## config.mk

```make
export PLATFORM = sky130hd
export DESIGN_NAME = ptg_pin_logic
export DESIGN_NICKNAME = d
export VERILOG_FILES = /design/src/ptg_pkg.sv /design/src/ptg_sync.sv /design/src/ptg_and_tree.sv /design/src/ptg_pin_logic.sv
export SDC_FILE = /design/constraint.sdc
export NUM_CORES = 1
export LEC_CHECK = 0
export BUFFER_PORTS_ARGS = -buffer_cell sky130_fd_sc_hd__buf_4
export CAP_MARGIN = 20
export CELL_PAD_IN_SITES_DETAIL_PLACEMENT = 1
export CELL_PAD_IN_SITES_GLOBAL_PLACEMENT = 1
export CORE_ASPECT_RATIO = 2
export CORE_UTILIZATION = 34
export DETAILED_ROUTE_END_ITERATION = 7
export HOLD_SLACK_MARGIN = 0.03
export PLACE_DENSITY_LB_ADDON = 0.2
export RECOVER_POWER = 100
export SETUP_SLACK_MARGIN = 0.4
export SYNTH_ARGS = -nofsm -noshare
export SYNTH_HDL_FRONTEND = slang
export SYNTH_SLANG_ARGS = --single-unit
```

## constraint.sdc

```tcl
create_clock -name i_clk -period 1.84 [get_ports i_clk]
set_input_delay 0.368 -clock i_clk [delete_from_list [all_inputs] [get_ports i_clk]]
set_output_delay 0.368 -clock i_clk [all_outputs]
set_load 0.05 [all_outputs]
```

## src/ptg_pkg.sv

```systemverilog
// Purpose: Shared constants for the pin test and general-purpose pin logic
// Assumes: One 125 MHz clock, active-low asynchronous reset
// Notes:   Offsets are those of the config and operating register spaces
package ptg_pkg;

   // Register offsets
   localparam logic [7:0] PTG_PIN_STATE_OFF = 8'h07;
   localparam logic [7:0] PTG_PIN_CTRL_OFF  = 8'h35;

   // Pin control register fields
   localparam int PTG_CTL_GP0_DATA = 0;
   localparam int PTG_CTL_GP1_DATA = 1;
   localparam int PTG_CTL_GP0_OE   = 2;
   localparam int PTG_CTL_GP1_OE   = 3;
   localparam int PTG_CTL_GP4_DATA = 4;
   localparam int PTG_CTL_GP4_OE   = 5;
   localparam int PTG_CTL_GP3_OE   = 6;
   localparam int PTG_CTL_GP3_DATA = 7;

   // Pin state register fields
   localparam int PTG_ST_GP0  = 0;
   localparam int PTG_ST_GP1  = 1;
   localparam int PTG_ST_GP3  = 3;
   localparam int PTG_ST_GP4  = 4;
   localparam int PTG_ST_DIFF = 6;
   localparam int PTG_ST_TEST = 7;

   // Reset values: flash supply pin driven, supply off
   localparam logic [7:0] PTG_PIN_CTRL_RST = 8'h20;

   // Widths
   localparam int PTG_MISC_W  = 8;
   localparam int PTG_SBUS_W  = 27;
   localparam int PTG_TREE_W  = 13;
   localparam int PTG_SYNC_W  = 14;

endpackage

```

## src/ptg_sync.sv

```systemverilog
// Purpose: Two-flop synchroniser for pin inputs
// Assumes: Inputs are asynchronous to i_clk
// Notes:   Resets to all ones, the idle level of every pulled-up pin
`timescale 1ns/1ps
module ptg_sync #(
   parameter int W = 1
) (
   // Clock and reset
   input  wire logic         i_clk,
   input  wire logic         i_nrst,
   // Data
   input  wire logic [W-1:0] i_async,
   output logic      [W-1:0] o_sync
);

   logic [W-1:0] meta_reg;
   logic [W-1:0] sync_reg;

   always_ff @(posedge i_clk or negedge i_nrst) begin
      if (!i_nrst) begin
         meta_reg <= '1;
         sync_reg <= '1;
      end else begin
         meta_reg <= i_async;
         sync_reg <= meta_reg;
      end
   end

   assign o_sync = sync_reg;

endmodule // ptg_sync

```

## src/ptg_and_tree.sv

```systemverilog
// Purpose: Balanced-free AND chain over the connectivity test pins
// Assumes: Inputs already synchronised
// Notes:   Any single low input pulls the result low
`timescale 1ns/1ps
module ptg_and_tree #(
   parameter int W = 2
) (
   // Pins under test
   input  wire logic [W-1:0] i_pins,
   // Tree output
   output logic              o_and
);

   logic [W-1:0] chain;

   assign chain[0] = i_pins[0];
   genvar g;
   generate
      for (g = 1; g < W; g++) begin : g_stage
         assign chain[g] = chain[g-1] & i_pins[g];
      end
   endgenerate

   assign o_and = chain[W-1];

endmodule // ptg_and_tree

```

## src/ptg_pin_logic.sv

```systemverilog
// Purpose: Connectivity test, general-purpose pins, EEPROM pairing, and
//          differential-sense float of the storage-bus outputs
// Assumes: Pin inputs asynchronous; core signals on i_clk
// Notes:   Every pin output and enable is registered
//
// Functional notes
// - Test select low: ordinary pins feed an AND tree onto result pin.
// - Storage-bus control and data lines stay out of the AND tree.
// - Entering test mode turns on pull-ups of participating pins.
// - Test mode floats all outputs except the enabled result pin.
// - Any participating pin driven low pulls the result output low.
// - Result pin carries test function only while select is low.
// - Fetch option on: pin 0 low flags next request is opcode fetch.
// - Pin 0 comes out of reset as an input.
// - Pin 0 EEPROM data driven from config 35h, readable at 07h.
// - Owner option on: pin 1 low while bus master; input after reset.
// - Pin 1 is EEPROM clock, pin 0 data, both via config 35h.
// - Pin 4 is an output after reset, flash supply enable.
// - Pin 3 comes out of reset as an input.
// - Differential mode with sense low floats all storage-bus outputs.
`timescale 1ns/1ps
module ptg_pin_logic (
   // Clock and reset
   input  wire logic                           i_clk,
   input  wire logic                           i_nrst,
   // Connectivity test
   input  wire logic                           i_test_mode_select_n,
   input  wire logic                           i_mem_access_ctl,
   input  wire logic                           i_mem_access_ctl_oe,
   output logic                                o_connectivity_result_out,
   output logic                                o_connectivity_result_oe,
   output logic                                o_pullup_en,
   // Options and core status
   input  wire logic                           i_fetch_ind_en,
   input  wire logic                           i_owner_ind_en,
   input  wire logic                           i_diff_xcvr_mode,
   input  wire logic                           i_next_is_fetch,
   input  wire logic                           i_is_bus_master,
   // General-purpose pins
   input  wire logic                           i_opcode_fetch_indicator_pin,
   output logic                                o_opcode_fetch_indicator_pin,
   output logic                                o_opcode_fetch_indicator_oe,
   input  wire logic                           i_bus_owner_indicator_pin,
   output logic                                o_bus_owner_indicator_pin,
   output logic                                o_bus_owner_indicator_oe,
   input  wire logic                           i_board_type_sense_pin,
   output logic                                o_board_type_sense_pin,
   output logic                                o_board_type_sense_oe,
   input  wire logic                           i_flash_supply_enable_pin,
   output logic                                o_flash_supply_enable_pin,
   output logic                                o_flash_supply_enable_oe,
   // Other ordinary pins
   input  wire logic [ptg_pkg::PTG_MISC_W-1:0] i_misc_pin_in,
   input  wire logic [ptg_pkg::PTG_MISC_W-1:0] i_misc_out,
   input  wire logic [ptg_pkg::PTG_MISC_W-1:0] i_misc_oe,
   output logic      [ptg_pkg::PTG_MISC_W-1:0] o_misc_pin_out,
   output logic      [ptg_pkg::PTG_MISC_W-1:0] o_misc_pin_oe,
   // Storage bus
   input  wire logic                           i_differential_sense_input,
   input  wire logic [ptg_pkg::PTG_SBUS_W-1:0] i_sbus_out,
   input  wire logic [ptg_pkg::PTG_SBUS_W-1:0] i_sbus_oe,
   output logic      [ptg_pkg::PTG_SBUS_W-1:0] o_sbus_pin_out,
   output logic      [ptg_pkg::PTG_SBUS_W-1:0] o_sbus_pin_oe,
   // Configuration space access
   input  wire logic                           i_cfg_wr,
   input  wire logic                           i_cfg_rd,
   input  wire logic [7:0]                     i_cfg_addr,
   input  wire logic [7:0]                     i_cfg_wdata,
   output logic      [7:0]                     o_cfg_rdata,
   // Operating register access
   input  wire logic                           i_op_rd,
   input  wire logic [7:0]                     i_op_addr,
   output logic      [7:0]                     o_op_rdata
);

   ////////////////////////////////////////////////////////////////////////
   // Decode helper

   function automatic logic ptg_hit(input logic [7:0] addr,
                                    input logic [7:0] off);
      return addr == off;
   endfunction

   ////////////////////////////////////////////////////////////////////////
   // Pin synchronisers

   logic [ptg_pkg::PTG_SYNC_W-1:0] pins_async;
   logic [ptg_pkg::PTG_SYNC_W-1:0] pins_sync;
   logic                           test_mode;
   logic                           diff_s;
   logic                           gp0_s;
   logic                           gp1_s;
   logic                           gp3_s;
   logic                           gp4_s;
   logic [ptg_pkg::PTG_MISC_W-1:0] misc_s;
   logic [ptg_pkg::PTG_TREE_W-1:0] tree_in;
   logic                           tree_and;

   assign pins_async = {i_test_mode_select_n, i_differential_sense_input,
                        i_flash_supply_enable_pin, i_board_type_sense_pin,
                        i_bus_owner_indicator_pin,
                        i_opcode_fetch_indicator_pin, i_misc_pin_in};

   ptg_sync #(.W(ptg_pkg::PTG_SYNC_W)) u_sync (
      .i_clk   (i_clk),
      .i_nrst  (i_nrst),
      .i_async (pins_async),
      .o_sync  (pins_sync)
   );

   assign test_mode = ~pins_sync[13];
   assign diff_s    = pins_sync[12];
   assign gp4_s     = pins_sync[11];
   assign gp3_s     = pins_sync[10];
   assign gp1_s     = pins_sync[9];
   assign gp0_s     = pins_sync[8];
   assign misc_s    = pins_sync[7:0];

   ////////////////////////////////////////////////////////////////////////
   // AND tree; storage-bus lines deliberately absent

   assign tree_in = {diff_s, gp4_s, gp3_s, gp1_s, gp0_s, misc_s};

   ptg_and_tree #(.W(ptg_pkg::PTG_TREE_W)) u_tree (
      .i_pins (tree_in),
      .o_and  (tree_and)
   );

   ////////////////////////////////////////////////////////////////////////
   // Registers

   logic [7:0] ctl_reg;
   logic [7:0] ctl_next;
   logic [7:0] cfg_rdata_reg;
   logic [7:0] cfg_rdata_next;
   logic [7:0] op_rdata_reg;
   logic [7:0] op_rdata_next;
   logic [7:0] pin_state;

   assign pin_state = {test_mode, diff_s, 1'b0, gp4_s, gp3_s, 1'b0,
                       gp1_s, gp0_s};

   always_comb begin
      ctl_next       = ctl_reg;
      cfg_rdata_next = cfg_rdata_reg;
      op_rdata_next  = op_rdata_reg;
      if (i_cfg_wr && ptg_hit(i_cfg_addr, ptg_pkg::PTG_PIN_CTRL_OFF)) begin
         ctl_next = i_cfg_wdata;
      end
      if (i_cfg_rd) begin
         cfg_rdata_next = ptg_hit(i_cfg_addr, ptg_pkg::PTG_PIN_CTRL_OFF) ?
                          ctl_reg : 8'h00;
      end
      if (i_op_rd) begin
         op_rdata_next = ptg_hit(i_op_addr, ptg_pkg::PTG_PIN_STATE_OFF) ?
                         pin_state : 8'h00;
      end
   end

   always_ff @(posedge i_clk or negedge i_nrst) begin
      if (!i_nrst) begin
         ctl_reg       <= ptg_pkg::PTG_PIN_CTRL_RST;
         cfg_rdata_reg <= 8'h00;
         op_rdata_reg  <= 8'h00;
      end else begin
         ctl_reg       <= ctl_next;
         cfg_rdata_reg <= cfg_rdata_next;
         op_rdata_reg  <= op_rdata_next;
      end
   end

   assign o_cfg_rdata = cfg_rdata_reg;
   assign o_op_rdata  = op_rdata_reg;

   ////////////////////////////////////////////////////////////////////////
   // Pin drive

   logic                           res_out_reg, res_out_next;
   logic                           res_oe_reg, res_oe_next;
   logic                           pull_reg, pull_next;
   logic [3:0]                     gp_out_reg, gp_out_next;
   logic [3:0]                     gp_oe_reg, gp_oe_next;
   logic [ptg_pkg::PTG_MISC_W-1:0] misc_out_reg, misc_out_next;
   logic [ptg_pkg::PTG_MISC_W-1:0] misc_oe_reg, misc_oe_next;
   logic [ptg_pkg::PTG_SBUS_W-1:0] sb_out_reg, sb_out_next;
   logic [ptg_pkg::PTG_SBUS_W-1:0] sb_oe_reg, sb_oe_next;
   logic                           sb_float;

   // Floating protects the transceivers from a single-ended device
   assign sb_float = i_diff_xcvr_mode & ~diff_s;

   always_comb begin
      // Normal function first; test mode overrides below
      res_out_next  = i_mem_access_ctl;
      res_oe_next   = i_mem_access_ctl_oe;
      pull_next     = 1'b0;
      misc_out_next = i_misc_out;
      misc_oe_next  = i_misc_oe;
      sb_out_next   = i_sbus_out;
      sb_oe_next    = sb_float ? '0 : i_sbus_oe;
      // Index 0..3: pin 0, pin 1, pin 3, pin 4
      gp_out_next   = {ctl_reg[ptg_pkg::PTG_CTL_GP4_DATA],
                       ctl_reg[ptg_pkg::PTG_CTL_GP3_DATA],
                       ctl_reg[ptg_pkg::PTG_CTL_GP1_DATA],
                       ctl_reg[ptg_pkg::PTG_CTL_GP0_DATA]};
      gp_oe_next    = {ctl_reg[ptg_pkg::PTG_CTL_GP4_OE],
                       ctl_reg[ptg_pkg::PTG_CTL_GP3_OE],
                       ctl_reg[ptg_pkg::PTG_CTL_GP1_OE],
                       ctl_reg[ptg_pkg::PTG_CTL_GP0_OE]};
      if (i_fetch_ind_en) begin
         gp_out_next[0] = ~i_next_is_fetch;
         gp_oe_next[0]  = 1'b1;
      end
      if (i_owner_ind_en) begin
         gp_out_next[1] = ~i_is_bus_master;
         gp_oe_next[1]  = 1'b1;
      end
      if (test_mode) begin
         res_out_next = tree_and;
         res_oe_next  = 1'b1;
         pull_next    = 1'b1;
         misc_oe_next = '0;
         sb_oe_next   = '0;
         gp_oe_next   = '0;
      end
   end

   always_ff @(posedge i_clk or negedge i_nrst) begin
      if (!i_nrst) begin
         res_out_reg  <= 1'b1;
         res_oe_reg   <= 1'b0;
         pull_reg     <= 1'b0;
         gp_out_reg   <= 4'h0;
         gp_oe_reg    <= 4'h8;
         misc_out_reg <= '0;
         misc_oe_reg  <= '0;
         sb_out_reg   <= '0;
         sb_oe_reg    <= '0;
      end else begin
         res_out_reg  <= res_out_next;
         res_oe_reg   <= res_oe_next;
         pull_reg     <= pull_next;
         gp_out_reg   <= gp_out_next;
         gp_oe_reg    <= gp_oe_next;
         misc_out_reg <= misc_out_next;
         misc_oe_reg  <= misc_oe_next;
         sb_out_reg   <= sb_out_next;
         sb_oe_reg    <= sb_oe_next;
      end
   end

   assign o_connectivity_result_out    = res_out_reg;
   assign o_connectivity_result_oe     = res_oe_reg;
   assign o_pullup_en                  = pull_reg;
   assign o_opcode_fetch_indicator_pin = gp_out_reg[0];
   assign o_opcode_fetch_indicator_oe  = gp_oe_reg[0];
   assign o_bus_owner_indicator_pin    = gp_out_reg[1];
   assign o_bus_owner_indicator_oe     = gp_oe_reg[1];
   assign o_board_type_sense_pin       = gp_out_reg[2];
   assign o_board_type_sense_oe        = gp_oe_reg[2];
   assign o_flash_supply_enable_pin    = gp_out_reg[3];
   assign o_flash_supply_enable_oe     = gp_oe_reg[3];
   assign o_misc_pin_out               = misc_out_reg;
   assign o_misc_pin_oe                = misc_oe_reg;
   assign o_sbus_pin_out               = sb_out_reg;
   assign o_sbus_pin_oe                = sb_oe_reg;

   ////////////////////////////////////////////////////////////////////////
   // Assertions

   logic first_reg;

   always_ff @(posedge i_clk or negedge i_nrst) begin
      if (!i_nrst) begin
         first_reg <= 1'b1;
      end else begin
         first_reg <= 1'b0;
      end
   end
endmodule // ptg_pin_logic

```

==> flow_summary.toml, run 1 <==
[min_path]
hp-start = "i_misc_pin_in[6]"
min_path_cells = 1
hp-class = "input pin to flop"

[pwr]
clockPowerShare_pct = 46.0
power.switching_mw = 1.77
ir_drop_mv = 0.788
comb_power_share_pct = 10.6
cellLeakagePower_nw = 2.84
seqPwrFrac_pct = 43.3
swShare_pct = 24.9
p_int_mw = 5.35
power_mw = 7.12
power_density_nw_per_um2 = 1170

[setup_path]
cp_max_fo = 1
crit_slowest_cell = "clkbuf_1"
cp_num_buf_inv = 1
worstPathArrival_ns = 1.25
cpPeakStageDelay_ns = 0.50
timing.rr.start = "u_sync.o_sync[13]"
cp.depth = 1
startpoint = "o_sbus_pin_out[6]"
cp_cell_sequence = "clkbuf_1"
cp.required_ns = 1.47
critPathTopFamily = "buffers and inverters"
crit_type = "flop to output port"
critPathLaunchType = "flop"
endpoint_kind = "output port"
reg2regPathDepth = 3

[clocking]
cts.sinks = 131
h-tree-depth = 4
cts_tree = "built"
cts_buffers = 17
post_cts_buffers = 0
clkTransAtPathRegs_ns = 0.06
clkLatencyLatePin_ns = 0.41
root_buffer = "clkbuf_16"
clockBufferDepth = 2

[logic_synthesis]
ys_async_sr_fraction_pct = 100
synth_area_leader_cell = "dfrtp_1"
synth_area_leaders = "dfrtp_1 62%, dfstp_2 20%, and2_1 5.9%"
syn_area_sq_um = 4040
synth_commonest_cells = "100 x dfrtp_1, 38 x and2_1, 31 x dfstp_2"
yosys_register_bits = 131
yosysSeqAreaShare_pct = 82.1
syn_inst = 254
synth_top_area_share_pct = 61.9
synth_cell_types = 22
yosysMostFrequentCell = "dfrtp_1"
yosysWarningCount = 0
ys.flop_type = "dfrtp_1"
synth_enable_flop_cells = 0
synth_area_per_cell_sq_um = 15.9

[sta]
worst_pin_slew_ns = 0.878
fin_crit_sh_pct = 87.7
maxSlewViolCount = 0
rsz0062_at_grt = "yes"
skew_ns = 0.0131
relSlewSlack_pct = 41.5
timing.fmax_mhz = 620
setup_tns_ns = 0
setup_viol = 0
hold_viol = 0
finalCriticalPeriod_ns = 1.61

[finish]
fillers = 1246
num-nets-final = 606
syn_to_final_growth_pct = 50.8
layout-drive-gt1-share_pct = 40.3
diodes = 0

[floorplanning]
fp.coreArea_sq_um = 11600
ios = 217
die_w_um = 79.1
rows = 56
dieHeight_um = 156
dieArea_sq_um = 12300
start_util_pct = 34.7

[run]
max_cap_viol_count = 0

[placed_design]
portBuffers = 214
hpwl_um = 8120
place_congestion = 0.726

[route]
vias_per_cell = 4.38
wl_um = 10800
drt_first_pass_iters = 4
routedWlPerCell_um = 16.8
vias = 2821
drc = 0
drtIter0Drc = 77
ant_nets = 0

[global_route]
grt_max_degree = 46
grt_pass1_wl_um = 16300
grt_overflow = 0
grt_pass1_vias = 3217
antenna_found_initial = 0
grt_use_total_pct = 18.7

[status]
status = "completed"
power by group through the flow:
stage	combinational (mW)	clock, mW	sequential [mW]
2_1_floorplan	0.0845	0	3.45
3_3_place_gp	0.841	0	3.13
3_5_place_dp	0.856	0	3.13
4_1_cts	0.862	3.37	3.09
5_1_grt	0.805	3.50	3.10
6_report	0.758	3.28	3.08
per-stage QoR:
step | cell area [sq um] | util [%] | cells | hold slack (ns) | setup WS, ns
final | 6090 | 52.4 | 644 | 0.0726 | 0.226
after global routing | 6090 | 52.4 | 644 | 0.0471 | 0.178
after CTS | 6460 | 55.6 | 643 | 0.0414 | 0.377
after detailed placement | 5850 | 50.3 | 610 | 0.204 | 0.348
after global placement | 5850 | 50.3 | 610 | 0.203 | 0.399
after floorplan | 4040 | - | 255 | 0.0724 | 0.561
layer usage:
layer | GRT usage [%] | up-vias | wire [um]
li1 | - | 1276 | -
met1 | 16.5 | 1411 | 3300
met2 | 35.8 | 121 | 6640
met3 | 6.08 | 13 | 653
met4 | 10.0 | 0 | 248
met5 | 0 | - | 0
cells by family (layout without fill, tap and decap cells):
family / Yosys count / count (layout) / share of synthesized area (%)
simple gates: 72 / 72 / 10.2
compound gates: 18 / 19 / 2.94
other cells: 1 / 2 / 0.0928
buf+inv: 24 / 267 / 2.42
flops: 131 / 131 / 82.1
mux: 8 / 8 / 2.23
cell usage in the layout, fill, tap and decap left out:
master         instances
bufinv_16              2
or4_1                  1
and2_1                10
o21ai_0                1
dlygate4sd3_1          1
mux2_2                 8
dfstp_1                1
a21oi_1                2
clkinv_4               4
nor4_1                 1
clkbuf_8               2
clkbuf_1              89
nand3_1                2
inv_1                 16
inv_6                  1
nand2b_1               1
and4bb_1               1
o22ai_1               14
clkbuf_2               3
and2_0                28
dfrtp_1              100
buf_12                 1
buf_6                  1
dfstp_2               30
buf_4                 74
clkinvlp_4             2
nor2b_1                1
clkinv_2               2
a21oi_2                2
nor2_1                 7
clkbuf_4              52
clkbuf_16             17
nand4_1                4
nand2_1               16
conb_1                 2
final cells by class:
cell class              count  area (sq um)  share of cell area, %
repair buffers            219          1330                   21.8
clock inverters            11           129                   2.12
well taps                 145           181                   2.98
clock buffers              21           460                   7.56
multi-input cells         101           616                   10.1
inverters                  16          60.1                  0.986
flip-flops and latches    131          3320                   54.4
path summary, 6_finish.rpt:
path	endpoint	slack, ns
max reg2reg	o_sbus_pin_oe[20]	0.41
min	u_sync.meta_reg[6]	0.07
max	o_sbus_pin_out[6]	0.23
min reg2reg	u_sync.o_sync[10]	0.35
max in group asynchronous	o_sbus_pin_oe[19]	0.40
min in group asynchronous	o_misc_pin_oe[4]	0.36
timing repair:
action                     CTS  global route
cloned                       0             1
setup endpoints to repair    3            30
hold buffers                 1             0
gates resized for setup      4             2
hold endpoints to repair    20             0
Note: power is estimated with default switching activity, not from simulation.
==> run 2: changes to the inputs <==
- BUFFER_PORTS_ARGS: -buffer_cell sky130_fd_sc_hd__buf_4 -> -buffer_cell sky130_fd_sc_hd__buf_2
- PLACE_DENSITY: unset -> 0.8
- PLACE_DENSITY_LB_ADDON: 0.2 -> unset
==> run 2 against run 1 <==
  * Sequential cell count did not move
  * Critical path depth stayed put
  * Fmax shrank 0.63%
  * Combinational power shrank 8.7%
  * Clock power increased by 3%
  * Total power is 0.46% higher
  * Clock skew fell by 0.0035 ns
  * Largest cell class unchanged
  * Largest power group unchanged
==> flow_summary.toml, run 2 (same netlist as run 1, synthesis figures left out) <==
[clocking]
root_buffer = "clkbuf_16"
cts.sinks = 131
clkTransAtPathRegs_ns = 0.06
h-tree-depth = 4
cts_buffers = 17
clockBufferDepth = 2
cts_tree = "built"
clkLatencyLatePin_ns = 0.40

[sta]
worst_slack_ns = 0.216
fin_crit_sh_pct = 88.3
fin_hold_ws_ns = 0.0657
rsz0062_at_grt = "yes"
skew_ns = 0.00964
hold_viol = 0
timing.fmax_mhz = 616
finalCriticalPeriod_ns = 1.62
worst_pin_slew_ns = 0.662
setup_viol = 0
relSlewSlack_pct = 56.1
setup_tns_ns = 0
maxSlewViolCount = 0

[pwr]
comb_power_share_pct = 9.7
p_int_mw = 5.38
seqPwrFrac_pct = 43.1
power_mw = 7.15
ir_drop_mv = 0.692
power.switching_mw = 1.77
swShare_pct = 24.8
power_density_nw_per_um2 = 1230
clockPowerShare_pct = 47.2
cellLeakagePower_nw = 2.73

[floorplanning]
ios = 217
die_w_um = 79.1
fp.coreArea_sq_um = 11600
dieHeight_um = 156
rows = 56
start_util_pct = 34.7
dieArea_sq_um = 12300

[setup_path]
reg2regPathDepth = 4
endpoint_kind = "output port"
crit_end = "o_sbus_pin_out[23]"
timing.rr.start = "u_sync.o_sync[12]"
cp_cell_sequence = "clkbuf_1"
crit_slowest_cell = "clkbuf_1"
critPathLaunchType = "flop"
startpoint = "o_sbus_pin_out[23]"
crit_type = "flop to output port"
cpPeakStageDelay_ns = 0.51
critPathTopFamily = "buffers and inverters"
worst_r2r_endpoint = "o_sbus_pin_oe[20]"
r2r_slack_ns = 0.33
cp.required_ns = 1.47
worstPathArrival_ns = 1.26
cp_num_buf_inv = 1
cp_max_fo = 1
cp.depth = 1

[finish]
syn_to_final_growth_pct = 43.5
layout_common_cells = "118 x buf_2, 100 x dfrtp_1, 95 x clkbuf_1"
num-nets-final = 607
diodes = 0
layout_commonest_cell = "buf_2"
fin_cells = 644
fin_util_pct = 49.8
layout-drive-gt1-share_pct = 39.5
fin_area_sq_um = 5800
fillers = 1313

[route]
wl_um = 10300
ant_nets = 0
vias = 2799
drtIter0Drc = 58
vias_per_cell = 4.35
drt_first_pass_iters = 6
routedWlPerCell_um = 16.1
drc = 0

[global_route]
grt_use_total_pct = 17.9
grt_max_degree = 50
grt_pass1_vias = 3243
antenna_found_initial = 0
grt_overflow = 0
grt_pass1_wl_um = 16100

[status]
status = "completed"

[placed_design]
place_ws_ns = 0.390
dp.cells = 610
place_congestion = 0.735
hpwl_um = 7870
placed_area_sq_um = 5320
portBuffers = 214

[min_path]
hp-class = "input pin to flop"

[run]
max_cap_viol_count = 0
-- run 2: cell count changes in the layout (fill, tap and decap cells not counted), moves of 6 or more --
cell,previous run,this run
and2_1,10,16
buf_2,0,118
clkbuf_4,52,2
buf_4,74,2
clkbuf_1,89,95
and2_0,28,22
-- run 2: timing repair --
item	in CTS	in global routing
endpoints found under the setup margin	4	32
pin swaps	0	3
gates resized for setup	8	3
endpoints found under the hold margin	26	0
buffers inserted	0	1
gates cloned	0	1
hold buffers	1	0
-- run 2: power by group through the flow --
stage | Combinational (mW) | Sequential (mW) | Clock (mW)
4_1_cts | 0.739 | 3.08 | 3.48
6_report | 0.692 | 3.08 | 3.38
3_3_place_gp | 0.713 | 3.12 | 0
3_5_place_dp | 0.732 | 3.13 | 0
2_1_floorplan | 0.0845 | 3.45 | 0
5_1_grt | 0.739 | 3.10 | 3.59
-- run 2: worst min path at each step --
stage / endpoint / cells past startpoint / slack (ns) / from
after floorplan: ctl_reg[0] / 0 / 0.07 / i_nrst
after global placement: o_misc_pin_out[3] / 1 / 0.33 / i_nrst
after global routing: u_sync.meta_reg[12] / 1 / 0.04 / i_differential_sense_input
after CTS: u_sync.meta_reg[12] / 1 / 0.04 / i_differential_sense_input
final: u_sync.meta_reg[12] / 1 / 0.07 / i_differential_sense_input
after detailed placement: o_misc_pin_out[3] / 1 / 0.34 / i_nrst
-- run 2: area by class of cell --
class / instances / area, sq um / share of cell area (%)
Multi-Input combinational cell: 101 / 616 / 10.6
Sequential cell: 131 / 3320 / 57.2
Timing Repair Buffer: 220 / 1020 / 17.6
Inverter: 16 / 60.1 / 1.04
Clock inverter: 11 / 154 / 2.66
Tap cell: 145 / 181 / 3.13
Clock buffer: 20 / 447 / 7.71
-- run 2: per-layer routing --
layer / wire length (um) / track usage (%) / vias up / part of all wire [%]
met4: 125 / 7.71 / 0 / 1.2
met3: 647 / 5.96 / 10 / 6.3
met1: 3330 / 16.6 / 1394 / 32
met2: 6240 / 34.0 / 119 / 60
li1: - / - / 1276 / -
met5: 0 / 0 / - / 0
==> run 3: changes to the inputs <==
- CORE_UTILIZATION: 34 -> 37
- PLACE_DENSITY: 0.8 -> 0.86
- clock period: 1.84 -> 2.05 ns (I/O delays scaled with it)
==> run 3 against run 2 <==
  * First-iteration DRC count rose by 57%
  * Combinational power fell by 10%
  * Critical path type unchanged
  * Highest routed layer unchanged
  * Total power fell by 10%
==> flow_summary.toml, run 3 (same netlist as run 1, synthesis figures left out) <==
[finish]
syn_to_final_growth_pct = 43.2
fin_area_sq_um = 5790
layout_commonest_cell = "buf_2"
layout_common_cells = "118 x buf_2, 100 x dfrtp_1, 97 x clkbuf_1"
multi_input_area_sq_um = 631
fillers = 1169
seqCellArea_sq_um = 3320
layout-drive-gt1-share_pct = 38.2
num-nets-final = 604
fin_util_pct = 54.9
diodes = 0

[pwr]
clockPowerShare_pct = 47.2
power_mw = 6.43
p_int_mw = 4.83
power.switching_mw = 1.60
power_density_nw_per_um2 = 1110
ir_drop_mv = 0.630
swShare_pct = 24.9
cellLeakagePower_nw = 2.71
seqPwrFrac_pct = 43.1
comb_power_share_pct = 9.7

[setup_path]
cp.required_ns = 1.64
worstPathArrival_ns = 1.38
critPathTopFamily = "flip-flops"
r2r_slack_ns = 0.43
crit_slowest_cell = "dfstp_2"
crit_type = "flop to output port"
endpoint_kind = "output port"
critPathLaunchType = "flop"
cp_max_fo = 1
cpPeakStageDelay_ns = 0.51
cp_cell_sequence = "clkbuf_1"
cp_num_buf_inv = 1

[global_route]
grt_use_total_pct = 19.8
grt_overflow = 0
grt_pass1_vias = 3230
grt_pass1_wl_um = 15900
grt_max_degree = 52
antenna_found_initial = 0

[route]
drtIter0Drc = 91
routedWlPerCell_um = 16.5
wl_um = 10400
ant_nets = 0
drt_first_pass_iters = 4
vias = 2803
drc = 0
vias_per_cell = 4.42

[floorplanning]
fp.coreArea_sq_um = 10500
dieArea_sq_um = 11400
start_util_pct = 38.3
rows = 53
dieHeight_um = 150
ios = 217
die_w_um = 75.9

[sta]
hold_viol = 0
relSlewSlack_pct = 35.6
finalCriticalPeriod_ns = 1.79
skew_ns = 0.00901
rsz0062_at_grt = "no"
worst_pin_slew_ns = 0.966
fin_crit_sh_pct = 87.1
timing.fmax_mhz = 560
maxSlewViolCount = 0
setup_tns_ns = 0
setup_viol = 0

[run]
max_cap_viol_count = 0

[clocking]
clkLatencyLatePin_ns = 0.40
clockBufferDepth = 2
root_buffer = "clkbuf_16"
cts_tree = "built"
cts_buffers = 17
cts.sinks = 131
post_cts_buffers = 0
h-tree-depth = 4
clkTransAtPathRegs_ns = 0.06

[placed_design]
hpwl_um = 7840
place_congestion = 0.762
portBuffers = 214
placed_area_sq_um = 5290

[min_path]
hp-class = "input pin to flop"

[status]
status = "completed"
-- run 3: cell types whose count changed in the layout (fill, tap and decap cells not counted), sizes merged --
cell      previous run  this run
clkinvlp             2         3
buf                122       120
clkbuf             117       116
clkinv               4         5
inv                 18        17
-- run 3: power by group through the flow --
stage | Sequential [mW] | Clock [mW] | Combinational, mW
floorplan | 3.10 | 0 | 0.0758
global placement | 2.80 | 0 | 0.631
detailed placement | 2.81 | 0 | 0.650
CTS | 2.77 | 3.12 | 0.654
global route | 2.78 | 3.22 | 0.664
finish | 2.77 | 3.04 | 0.621
-- run 3: area by class of cell --
cell class | count | share of cell area [%]
clock buffer | 20 | 7.72
clock inverter | 12 | 2.72
inverter | 16 | 1.04
multi-input combinational | 101 | 10.9
sequential | 131 | 57.3
tap | 137 | 2.96
timing repair buffer | 217 | 17.3
-- run 3: worst paths after layout --
| kind | to | cells after the start | startpoint |
|---|---|---|---|
| min in group asynchronous | o_sbus_pin_out[25] | 2 | i_nrst |
| min | u_sync.meta_reg[1] | 1 | i_misc_pin_in[1] |
| min reg2reg | u_sync.o_sync[4] | 0 | u_sync.meta_reg[4] |
| max | o_connectivity_result_out | 1 | o_connectivity_result_out |
| max reg2reg | o_sbus_pin_oe[9] | 3 | u_sync.o_sync[13] |
| max in group asynchronous | u_sync.meta_reg[4] | 3 | i_nrst |
-- run 3: timing repair --
item	CTS	global route
hold buffers	1	0
hold endpoints to repair	34	0
gates resized for setup	0	1
endpoints found under the setup margin	0	27
-- run 3: per-stage QoR --
step           std cells  setup slack [ns]  hold slack (ns)
3_5_place_dp         600             0.466            0.347
3_3_place_gp         600             0.571            0.346
2_1_floorplan        255             0.744            0.114
5_1_grt              634             0.218           0.0834
4_1_cts              633             0.456           0.0851
6_report             634             0.264            0.104
-- run 3: metal layers --
metal	track usage, %	part of all wire, %
met5	0	0
met4	10.0	2.5
met3	6.46	6.9
met2	36.6	58
met1	18.2	32
